### src/ulm_pkg.sv
// Shared constants for the line and modem status register block
package ulm_pkg;
    // Register byte addresses
    localparam logic [4:0] OFS_MODEM_CONTROL = 5'h00;
    localparam logic [4:0] OFS_LINE_STATUS = 5'h04;
    localparam logic [4:0] OFS_MODEM_STATUS = 5'h08;
    localparam logic [4:0] OFS_SCRATCH = 5'h0C;
    localparam logic [4:0] OFS_FEATURE_CONTROL = 5'h10;
    localparam logic [4:0] OFS_ENHANCED_FEATURE = 5'h14;
    localparam logic [4:0] OFS_INTERRUPT_ENABLE = 5'h18;

    // Modem control fields
    localparam int MCR_DTR = 0;
    localparam int MCR_RTS = 1;
    localparam int MCR_RING = 2;
    localparam int MCR_CARRIER = 3;
    localparam int MCR_LOOP = 4;
    localparam int MCR_IR = 6;
    localparam int MCR_PRESCALE = 7;

    // Other control fields
    localparam int FEATURE_CONTROL_REG_SWAP = 6;
    localparam int FEATURE_CONTROL_REG_HYST_LO = 0;
    localparam int ENHANCED_MODE_SEL_REG_MODE_LO = 0;
    localparam int ENHANCED_MODE_SEL_REG_HYST_LO = 4;
    localparam int EFR_AUTO_CTS = 7;
    localparam int IER_MODEM = 3;

    // Reset values
    localparam logic [7:0] RST_MODEM_CONTROL = 8'h00;
    localparam logic [7:0] RST_SCRATCH = 8'hFF;
    localparam logic [7:0] RST_FEATURE_CONTROL = 8'h00;
    localparam logic [7:0] RST_ENHANCED_FEATURE = 8'h00;
    localparam logic [7:0] RST_INTERRUPT_ENABLE = 8'h00;
    localparam logic [7:0] RST_ENHANCED_MODE = 8'h00;

    // Level count modes of the swapped scratch address
    localparam logic [1:0] CNT_MODE_RX = 2'h0;
    localparam logic [1:0] CNT_MODE_TX = 2'h1;
    localparam logic [1:0] CNT_MODE_RX2 = 2'h2;
    localparam logic [1:0] CNT_MODE_ALT = 2'h3;

    // Baud prescaler ratio when divide-by-four is chosen
    localparam int PRESCALE_DIV = 4;

    // Hysteresis in characters, entry 15 first, index {ext[1:0], low[1:0]}
    localparam logic [95:0] HYST_TABLE = {
        6'h24, 6'h1C, 6'h14, 6'h0C, 6'h34, 6'h30, 6'h2C, 6'h28,
        6'h20, 6'h18, 6'h10, 6'h08, 6'h08, 6'h06, 6'h04, 6'h00};

    // Which count the next alternating read returns
    typedef enum logic {ULM_ALT_RX, ULM_ALT_TX} ulm_alt_t;
endpackage

### src/ulm_status_regs.sv
// Line status, modem status and mode registers of one serial channel
// Summary of operation
// [RL1] Infrared bit routes serial through IR codec; IR transmit idles low.
// [RL2] Prescale bit feeds baud generator undivided or divided by four.
// [RL3] Receive ready is set while any received character is held.
// [RL4] Character completing into a full FIFO flags overrun and is dropped.
// [RL5] Parity error reports only the character at the receive head.
// [RL6] Framing error reports a missing stop bit on the head character.
// [RL7] Break stores one character only; indication holds until line high.
// [RL8] Holding-empty follows holding byte moves, or empty transmit FIFO.
// [RL9] Transmitter empty only when holding storage and shifter are both empty.
// [RL10] FIFO error summary set while any queued byte carries an error.
// [RL11] CTS, DSR, CD changes set deltas and raise modem interrupt if enabled.
// [RL12] Ring delta sets only on ring input going from 0 to 1.
// [RL13] Outside loopback upper status bits are complements of modem inputs.
// [RL14] In loopback status bits mirror RTS, DTR, control bits 2 and 3.
// [RL15] Auto CTS: remote high stops transmit after current character, low resumes.
// [RL16] Scratch is 8-bit read/write and resets to all ones.
// [RL17] With swap set, scratch writes go to enhanced mode select.
// [RL18] Mode field picks receive, transmit, receive or alternating counts.
// [RL19] Alternating mode starts at receive count after mode write, then alternates.
// [RL20] Four bits select RTS hysteresis from the sixteen-entry table.
// [RL21] With swap set, scratch reads return the FIFO level count.
// [RL22] Loopback bit in modem control enables status mirroring.
// [RL23] Status reads clear deltas, overrun and head error reporting.
`timescale 1ns/10ps
module ulm_status_regs #(
    parameter int CNT_W = 8
) (
    input wire logic clk,
    input wire logic sys_rst,
    input wire logic [4:0] avs_address,
    input wire logic avs_read,
    input wire logic avs_write,
    input wire logic [31:0] avs_writedata,
    input wire logic [3:0] avs_byteenable,
    output logic [31:0] avs_readdata,
    output logic avs_waitrequest,
    input wire logic rx_pin,
    input wire logic cts_n_pin,
    input wire logic dsr_n_pin,
    input wire logic ri_n_pin,
    input wire logic cd_n_pin,
    output logic dtr_n_pin,
    output logic rts_n_pin,
    output logic tx_pin,
    input wire logic tx_serial,
    input wire logic ir_tx_pulse,
    input wire logic ir_rx_decoded,
    output logic rx_data,
    output logic ir_mode,
    output logic baud_tick,
    input wire logic fifo_mode,
    input wire logic rx_char_done,
    input wire logic rx_char_par,
    input wire logic rx_char_frm,
    input wire logic rx_break_frame,
    input wire logic rx_fifo_full,
    input wire logic rx_pop,
    input wire logic [CNT_W-1:0] rx_count,
    input wire logic head_par,
    input wire logic head_frm,
    input wire logic head_brk,
    input wire logic [CNT_W-1:0] tx_count,
    input wire logic thr_load,
    input wire logic tsr_load,
    input wire logic tsr_busy,
    output logic rx_store,
    output logic rx_store_par,
    output logic rx_store_frm,
    output logic rx_store_brk,
    output logic tx_hold,
    output logic [5:0] rts_hyst,
    output logic modem_irq
);
    // Software registers
    // Scratch resets to ones
    logic [7:0] modem_control;
    logic [7:0] scratch_store;
    logic [7:0] enhanced_mode_select;
    logic [7:0] feature_control;
    logic [7:0] enhanced_feature;
    logic [7:0] interrupt_enable;

    // Status state
    // Error count one bit wider
    logic overrun;
    logic err_ack;
    logic brk_active;
    logic thr_empty;
    logic [3:0] delta;
    logic [3:0] prev_level;
    logic primed;
    logic [CNT_W:0] err_count;
    logic [1:0] pre_cnt;
    ulm_pkg::ulm_alt_t alt_phase;
    ulm_pkg::ulm_alt_t next_alt;

    // Bus read pipeline
    // Held wait to take
    logic rd_done;
    logic [4:0] cap_addr;
    logic [7:0] cap_data;

    // Pin synchronisers, stage one feeds stage two only
    // Reset to idle high
    logic [4:0] pin_s1;
    logic [4:0] pin_s2;

    always_ff @(posedge clk) begin
        if (sys_rst) begin
            pin_s1 <= 5'h1F;
            pin_s2 <= 5'h1F;
        end else begin
            pin_s1 <= {rx_pin, cd_n_pin, ri_n_pin, dsr_n_pin, cts_n_pin};
            pin_s2 <= pin_s1;
        end
    end

    // Synchronised pin levels
    // Pins are active low
    wire cts_n = pin_s2[0];
    wire dsr_n = pin_s2[1];
    wire ri_n = pin_s2[2];
    wire cd_n = pin_s2[3];
    wire rx_line = pin_s2[4];
    wire loop_on = modem_control[ulm_pkg::MCR_LOOP];

    // Modem status levels: inverted pins, or control bits in loopback
    // Loopback ignores pins
    wire [3:0] pin_level = {~cd_n, ~ri_n, ~dsr_n, ~cts_n}; // RL13
    wire [3:0] loop_level = {modem_control[ulm_pkg::MCR_CARRIER],
        modem_control[ulm_pkg::MCR_RING],
        modem_control[ulm_pkg::MCR_DTR],
        modem_control[ulm_pkg::MCR_RTS]}; // RL14
    wire [3:0] level = loop_on ? loop_level : pin_level; // RL22

    // Change events; ring only when its input rises, status bit falls
    // No delta at first edge
    wire [3:0] chg = prev_level ^ level;
    wire [3:0] delta_set = primed ? {chg[3], prev_level[2] & ~level[2], chg[1:0]}
        : 4'h0; // RL11 RL12

    // Bus decode
    // Byte lane zero only
    wire wr_lane = avs_write && avs_byteenable[0];
    wire [7:0] wbyte = avs_writedata[7:0];
    wire swap = feature_control[ulm_pkg::FEATURE_CONTROL_REG_SWAP];
    wire wr_mcr = wr_lane && avs_address == ulm_pkg::OFS_MODEM_CONTROL;
    wire wr_scr_addr = wr_lane && avs_address == ulm_pkg::OFS_SCRATCH;
    wire wr_scratch = wr_scr_addr && !swap; // RL16
    wire wr_enhanced_mode_sel_reg = wr_scr_addr && swap; // RL17
    wire wr_feature_control_reg = wr_lane && avs_address == ulm_pkg::OFS_FEATURE_CONTROL;
    wire wr_efr = wr_lane && avs_address == ulm_pkg::OFS_ENHANCED_FEATURE;
    wire wr_ier = wr_lane && avs_address == ulm_pkg::OFS_INTERRUPT_ENABLE;
    wire rd_take = avs_read && rd_done;
    wire take_lsr = rd_take && cap_addr == ulm_pkg::OFS_LINE_STATUS;
    wire take_msr = rd_take && cap_addr == ulm_pkg::OFS_MODEM_STATUS;
    wire take_lvl = rd_take && cap_addr == ulm_pkg::OFS_SCRATCH && swap;

    // Writes complete at once, reads after one wait cycle
    // Data from a flip-flop
    assign avs_waitrequest = avs_read && !rd_done;

    // Receive storage: one break character per low period, none into a full FIFO
    // Full FIFO kept intact
    wire brk_new = rx_break_frame && !brk_active; // RL7
    wire rx_arrive = rx_char_done || brk_new;
    assign rx_store = rx_arrive && !rx_fifo_full; // RL4
    assign rx_store_par = rx_char_par && !brk_new;
    assign rx_store_frm = rx_char_frm && !brk_new;
    assign rx_store_brk = brk_new;
    wire ovr_set = rx_arrive && rx_fifo_full; // RL4
    wire push_err = rx_store && (rx_store_par || rx_store_frm || rx_store_brk);

    // Line status fields
    // Read hides head flags
    wire data_ready = rx_count != '0; // RL3
    wire head_ok = data_ready && !err_ack;
    wire lsr_par = head_ok && head_par; // RL5
    wire lsr_frm = head_ok && head_frm; // RL6
    wire lsr_brk = (head_ok && head_brk) || brk_active; // RL7
    wire thre = fifo_mode ? tx_count == '0 : thr_empty; // RL8
    wire temt = thre && !tsr_busy; // RL9
    wire fifo_err = err_count != '0; // RL10
    wire [7:0] lsr_val = {fifo_err, temt, thre, lsr_brk, lsr_frm, lsr_par,
        overrun, data_ready};
    wire [7:0] msr_val = {level, delta};

    // Level count seen through the swapped scratch address
    // Count cut to a byte
    wire [1:0] cnt_mode = enhanced_mode_select[ulm_pkg::ENHANCED_MODE_SEL_REG_MODE_LO +: 2];
    wire alt_tx = cnt_mode == ulm_pkg::CNT_MODE_ALT && alt_phase == ulm_pkg::ULM_ALT_TX;
    wire use_tx = cnt_mode == ulm_pkg::CNT_MODE_TX || alt_tx; // RL18 RL19
    wire [CNT_W-1:0] lvl_cnt = use_tx ? tx_count : rx_count;
    wire [7:0] lvl_val = 8'(lvl_cnt);
    wire [7:0] scr_val = swap ? lvl_val : scratch_store; // RL21

    // Read mux over the mapped addresses, zero elsewhere
    // Unmapped reads zero
    logic [7:0] rd_mux;
    always_comb begin
        case (avs_address)
            ulm_pkg::OFS_MODEM_CONTROL: rd_mux = modem_control;
            ulm_pkg::OFS_LINE_STATUS: rd_mux = lsr_val;
            ulm_pkg::OFS_MODEM_STATUS: rd_mux = msr_val;
            ulm_pkg::OFS_SCRATCH: rd_mux = scr_val;
            ulm_pkg::OFS_FEATURE_CONTROL: rd_mux = feature_control;
            ulm_pkg::OFS_ENHANCED_FEATURE: rd_mux = enhanced_feature;
            ulm_pkg::OFS_INTERRUPT_ENABLE: rd_mux = interrupt_enable;
            default: rd_mux = 8'h00;
        endcase
    end

    // Read capture: data fixed at the wait edge, side effects at the taking edge
    // Later changes kept
    // One effect per read
    always_ff @(posedge clk) begin
        if (sys_rst) begin
            rd_done <= 1'b0;
            cap_addr <= 5'h00;
            cap_data <= 8'h00;
        end else begin
            rd_done <= avs_read && !rd_done;
            if (avs_read && !rd_done) begin
                cap_addr <= avs_address;
                cap_data <= rd_mux;
            end
        end
    end
    assign avs_readdata = {24'h00_0000, cap_data};

    // Control registers
    // Status takes no write
    always_ff @(posedge clk) begin
        if (sys_rst) begin
            modem_control <= ulm_pkg::RST_MODEM_CONTROL;
            scratch_store <= ulm_pkg::RST_SCRATCH; // RL16
            enhanced_mode_select <= ulm_pkg::RST_ENHANCED_MODE;
            feature_control <= ulm_pkg::RST_FEATURE_CONTROL;
            enhanced_feature <= ulm_pkg::RST_ENHANCED_FEATURE;
            interrupt_enable <= ulm_pkg::RST_INTERRUPT_ENABLE;
        end else begin
            if (wr_mcr)
                modem_control <= wbyte;
            if (wr_scratch)
                scratch_store <= wbyte;
            if (wr_enhanced_mode_sel_reg)
                enhanced_mode_select <= wbyte; // RL17
            if (wr_feature_control_reg)
                feature_control <= wbyte;
            if (wr_efr)
                enhanced_feature <= wbyte;
            if (wr_ier)
                interrupt_enable <= wbyte;
        end
    end

    // Alternating count phase: a mode write restarts at receive
    // Alternating reads step
    always_comb begin
        next_alt = alt_phase;
        case (alt_phase)
            ulm_pkg::ULM_ALT_RX: if (take_lvl && cnt_mode == ulm_pkg::CNT_MODE_ALT)
                next_alt = ulm_pkg::ULM_ALT_TX;
            ulm_pkg::ULM_ALT_TX: if (take_lvl)
                next_alt = ulm_pkg::ULM_ALT_RX;
            default: next_alt = ulm_pkg::ULM_ALT_RX;
        endcase
        if (wr_enhanced_mode_sel_reg)
            next_alt = ulm_pkg::ULM_ALT_RX; // RL19
    end

    always_ff @(posedge clk) begin
        if (sys_rst)
            alt_phase <= ulm_pkg::ULM_ALT_RX;
        else
            alt_phase <= next_alt;
    end

    // Modem deltas: a new change wins over the read that clears
    // Clear only deltas seen
    always_ff @(posedge clk) begin
        if (sys_rst) begin
            delta <= 4'h0;
            prev_level <= 4'h0;
            primed <= 1'b0;
        end else begin
            primed <= 1'b1;
            prev_level <= level;
            delta <= (delta & ~(take_msr ? cap_data[3:0] : 4'h0)) | delta_set; // RL23 RL11
        end
    end
    assign modem_irq = interrupt_enable[ulm_pkg::IER_MODEM] && delta != 4'h0; // RL11

    // Overrun flag and head error acknowledge
    // Ack only a real head,
    // so new heads show errors
    always_ff @(posedge clk) begin
        if (sys_rst) begin
            overrun <= 1'b0;
            err_ack <= 1'b0;
        end else begin
            overrun <= (overrun && !(take_lsr && cap_data[1])) || ovr_set; // RL4 RL23
            if (rx_pop)
                err_ack <= 1'b0;
            else if (take_lsr && cap_data[0])
                err_ack <= 1'b1; // RL23
        end
    end

    // Break low period tracking; ends when the line is back high
    // New break beats line high
    always_ff @(posedge clk) begin
        if (sys_rst)
            brk_active <= 1'b0;
        else if (brk_new)
            brk_active <= 1'b1;
        else if (rx_line)
            brk_active <= 1'b0; // RL7
    end

    // Count of queued bytes that carry an error
    // Push and pop cancel
    wire pop_err = rx_pop && data_ready && (head_par || head_frm || head_brk);
    always_ff @(posedge clk) begin
        if (sys_rst)
            err_count <= '0;
        else if (push_err && !pop_err)
            err_count <= err_count + 1'b1; // RL10
        else if (pop_err && !push_err && err_count != '0)
            err_count <= err_count - 1'b1; // RL10
    end

    // Holding empty in character mode: host load clears, move to shifter sets
    // Shifter move beats load
    always_ff @(posedge clk) begin
        if (sys_rst)
            thr_empty <= 1'b1;
        else if (tsr_load)
            thr_empty <= 1'b1; // RL8
        else if (thr_load)
            thr_empty <= 1'b0; // RL8
    end

    // Baud prescaler: every cycle, or one in four
    // First tick may come early
    always_ff @(posedge clk) begin
        if (sys_rst)
            pre_cnt <= 2'h0;
        else
            pre_cnt <= pre_cnt + 2'h1;
    end
    wire [1:0] pre_last = 2'(ulm_pkg::PRESCALE_DIV - 1);
    assign baud_tick = !modem_control[ulm_pkg::MCR_PRESCALE] || pre_cnt == pre_last; // RL2

    // Serial routing through the infrared codec
    // IR output idles low
    assign ir_mode = modem_control[ulm_pkg::MCR_IR];
    assign tx_pin = ir_mode ? (ir_tx_pulse && tsr_busy) : tx_serial; // RL1
    assign rx_data = ir_mode ? ir_rx_decoded : rx_line; // RL1

    // Modem outputs, held inactive while looped back
    // Far side sees no loop test
    assign dtr_n_pin = loop_on || !modem_control[ulm_pkg::MCR_DTR];
    assign rts_n_pin = loop_on || !modem_control[ulm_pkg::MCR_RTS];

    // Auto CTS: transmitter checks this before starting each character
    // Checked per character
    assign tx_hold = enhanced_feature[ulm_pkg::EFR_AUTO_CTS] && !level[0]; // RL15

    // Hysteresis lookup
    // Extended pair on top
    wire [3:0] hyst_idx = {enhanced_mode_select[ulm_pkg::ENHANCED_MODE_SEL_REG_HYST_LO +: 2],
        feature_control[ulm_pkg::FEATURE_CONTROL_REG_HYST_LO +: 2]};
    assign rts_hyst = ulm_pkg::HYST_TABLE[hyst_idx*6 +: 6]; // RL20
endmodule

### config.mk
export PLATFORM = sky130hd
export DESIGN_NAME = ulm_status_regs
export DESIGN_NICKNAME = d
export VERILOG_FILES = /design/src/ulm_pkg.sv /design/src/ulm_status_regs.sv
export SDC_FILE = /design/constraint.sdc
export NUM_CORES = 1
export LEC_CHECK = 0
export BUFFER_PORTS_ARGS = -buffer_cell sky130_fd_sc_hd__buf_2
export CAP_MARGIN = 20
export CORE_ASPECT_RATIO = 1.2
export CORE_UTILIZATION = 35
export DETAILED_ROUTE_END_ITERATION = 12
export GPL_TIMING_DRIVEN = 0
export SYNTH_ARGS = -nofsm -noshare
export SYNTH_HDL_FRONTEND = slang
export SYNTH_SLANG_ARGS = --single-unit
### constraint.sdc
create_clock -name clk -period 3.6 [get_ports clk]
set_clock_uncertainty 0.15 [all_clocks]
set_input_delay 0.54 -clock clk [delete_from_list [all_inputs] [get_ports clk]]
set_output_delay 0.54 -clock clk [all_outputs]
set_load 0.005 [all_outputs]
==> results.py <==
metrics = {
    "outcome": {
        "result_of_the_run": "finished clean",
    },
    "sta": {
        "final_period_minus_worst_setup_slack_ns": 3.04,
        "slew_headroom_pct": 52.6,
        "final-hold-violation-count": 0,
        "grt_setup_unrepaired": "false",
        "max_slew.worst_pin.slew_ns": 0.710,
        "final_min_period_over_clock_period_pct": 84.4,
        "final-max-slew-violation-count": 0,
        "finalSetupTns_ns": 0,
        "fmax_ghz": 0.329,
        "setup_viol": 0,
    },
    "finish": {
        "final_nets": 752,
        "fillerInstances": 1356,
        "final_core_util_pct": 43.2,
        "most-common-layout-cells": "dfxtp_1 (93), buf_2 (82), nand2_1 (61), mux2i_1 (61), nor2_1 (59)",
        "area_added_between_synthesis_and_finish_pct": 21.0,
        "layout.cells.most_common": "dfxtp_1",
        "layout-drive-gt1-share_pct": 22.0,
        "insertedDiodeCount": 0,
        "postLayoutCellArea_um2": 5690,
    },
    "synthesis": {
        "synth.avg_cell_area_um2": 8.61,
        "synth.yosys.seq_area_share_pct": 39.6,
        "yosys_register_bits": 93,
        "synth_largest_area_cell": "dfxtp_1",
        "post-synth-top-area-fraction_pct": 39.6,
        "post_synth_main_area_contributors": "dfxtp_1 (40%), mux2i_1 (13%), nand2_1 (4.9%), nor2_1 (4.7%), a21oi_1 (4.4%)",
        "cell_area_after_synthesis_um2": 4700,
        "synthCells": 546,
        "yosysWarnings": 0,
        "synth-edff-count": 0,
        "ys.flop_type": "dfxtp_1",
        "share_of_flip_flops_with_an_asynchronous_set_or_reset_after_synthesis_pct": 0,
        "yosys.cell_types.count": 56,
    },
    "floorplan": {
        "dieHeight_um": 129,
        "die_width_um": 108,
        "floorplan.initialDensity_pct": 35.7,
        "num_rows": 46,
        "pin_count": 133,
        "floorplan.core_area_um2": 13200,
        "die-area_um2": 13900,
    },
    "clocking": {
        "post-cts-setup-buffers": 0,
        "clock_tree.htree_level_count": 3,
        "tritoncts.num_buffers": 9,
        "root_cell_of_the_clock_tree": "clkbuf_16",
        "post_cts.resized_instances": 0,
        "cts.sinks": 93,
        "path_clk_slew_ns": 0.07,
        "cts_tree": "yes",
        "post_cts_hold_buffer_count": 0,
        "clock_path_buffers": 2,
        "worstSkewPairLatency_ns": 0.35,
    },
    "critical_path": {
        "worst_ep_required_time_ns": 3.66,
        "timing.critical_path.to_type": "flop",
        "timing.critical_path.fanout_max": 16,
        "critical_path.startpoint_type": "primary input",
        "setup.worst_path.class": "primary input to flop",
        "worst_path_arrival_ns": 3.10,
    },
    "power_and_ir_drop": {
        "ir_drop_v": 0.000218,
        "power.density_cell_area_nw_per_um2": 485,
        "power.static_leakage_uw": 0.00246,
    },
    "placed_design": {
        "gp_congestion": 0.856,
        "dp_hpwl_um": 10300,
        "placedInstanceArea_um2": 5390,
        "port_buffers": 77,
    },
    "grt": {
        "grt_antenna_before_repair": 0,
        "grt_pass1_vias": 3926,
        "grt_use_total_pct": 20.1,
        "global_route.overflow_total": 0,
        "grt_first_pass_wirelength_um": 20800,
        "pin_count_of_the_biggest_net_entering_global_routing": 17,
    },
    "drt": {
        "detail_route.wl_per_cell_um": 16.3,
        "avgViaCountPerCell": 5.06,
        "drc": 0,
        "dr_total_vias": 4208,
        "wirelength_um": 13600,
        "antenna_left": 0,
        "firstDrtPassIters": 5,
        "dr.first_iter.drc_count": 249,
    },
    "run": {
        "max_capacitance_violation_count": 0,
    },
    "min_path": {
        "min_path_type": "primary input to flop",
    },
}
## power breakdown
group,leakage [uW],switching [uW],total (uW),internal (uW)
registers,0.000757,50.6,1140,1090
logic,0.00156,356,648,292
clock network,0.000143,425,970,545
total,0.00246,832,2760,1930
## critical path, cell delays in order
cell      delay, ns
buf_2          0.11
nor4_1         0.40
a21oi_1        0.20
or2_2          0.30
buf_2          0.22
ha_1           0.39
o211ai_1       0.19
a21oi_1        0.08
a31oi_1        0.22
mux2i_1        0.24
xnor2_1        0.14
nor2_1         0.05
## synthesized netlist by cell type (all sizes together) (12+ instances only)
cell    instances
nand2b         12
dfxtp          93
nor2           61
mux2i          61
a21oi          41
inv            16
nand2          62
clkbuf         18
nand3          14
o21ai          25
buf            32
## layer usage
layer / share of wire (%) / vias up / GRT usage (%)
li1: - / 2072 / -
met1: 45 / 1974 / 25.1
met2: 48 / 139 / 34.3
met3: 5.4 / 23 / 2.68
met4: 2.3 / 0 / 9.19
met5: 0 / - / 0
## state kept, by name (all words and copies together), names as in the netlist, 2 cells and up
| register | count |
|---|---|
| cap_addr | 5 |
| cap_data | 8 |
| delta | 4 |
| enhanced_feature | 8 |
| enhanced_mode_select | 4 |
| err_count | 9 |
| feature_control | 8 |
| interrupt_enable | 8 |
| modem_control | 8 |
| pin_s1 | 5 |
| pin_s2 | 5 |
| pre_cnt | 2 |
| prev_level | 4 |
| scratch_store | 8 |
## through the flow
step | total power [uW] | instances | setup WS [ns] | hold slack [ns]
floorplan | 1640 | 570 | 0.697 | 0.239
global placement | 1790 | 815 | 0.219 | 0.241
detailed placement | 1810 | 815 | 0.180 | 0.243
CTS | 2770 | 831 | 0.532 | 0.215
global route | 2910 | 831 | 0.287 | 0.219
finish | 2760 | 831 | 0.562 | 0.216
## final timing paths
path	start	end	slack (ns)	depth (start not counted)
max	rx_count[5]	err_count[8]	0.56	12
min	ri_n_pin	pin_s1[2]	0.22	2
max reg2reg	brk_active	err_count[8]	0.72	11
min reg2reg	pin_s1[1]	pin_s2[1]	0.25	1
## area by class of cell
type / count / area (um^2) / area share, %
Multi-Input combinational cell: 410 / 2570 / 45.1
Sequential cell: 93 / 1860 / 32.7
Timing Repair Buffer: 77 / 385 / 6.77
Buffer: 50 / 299 / 5.26
Clock buffer: 10 / 229 / 4.02
Tap cell: 168 / 210 / 3.69
Clock inverter: 6 / 72.6 / 1.28
Inverter: 17 / 63.8 / 1.12
## cells by family (layout without fill, tap and decap cells)
| kind of cell | Yosys count | in the layout | synth area share (%) |
|---|---|---|---|
| buf+inv | 67 | 160 | 7.72 |
| mux | 63 | 63 | 13.5 |
| fa+ha+maj | 12 | 12 | 3.35 |
| xor+xnor | 10 | 10 | 1.86 |
| flops | 93 | 93 | 39.6 |
| compound gates | 101 | 101 | 13.2 |
| simple gates | 199 | 199 | 20.8 |
| other cells | 1 | 25 | 0.0798 |
Note: power is estimated with default switching activity, not from simulation.
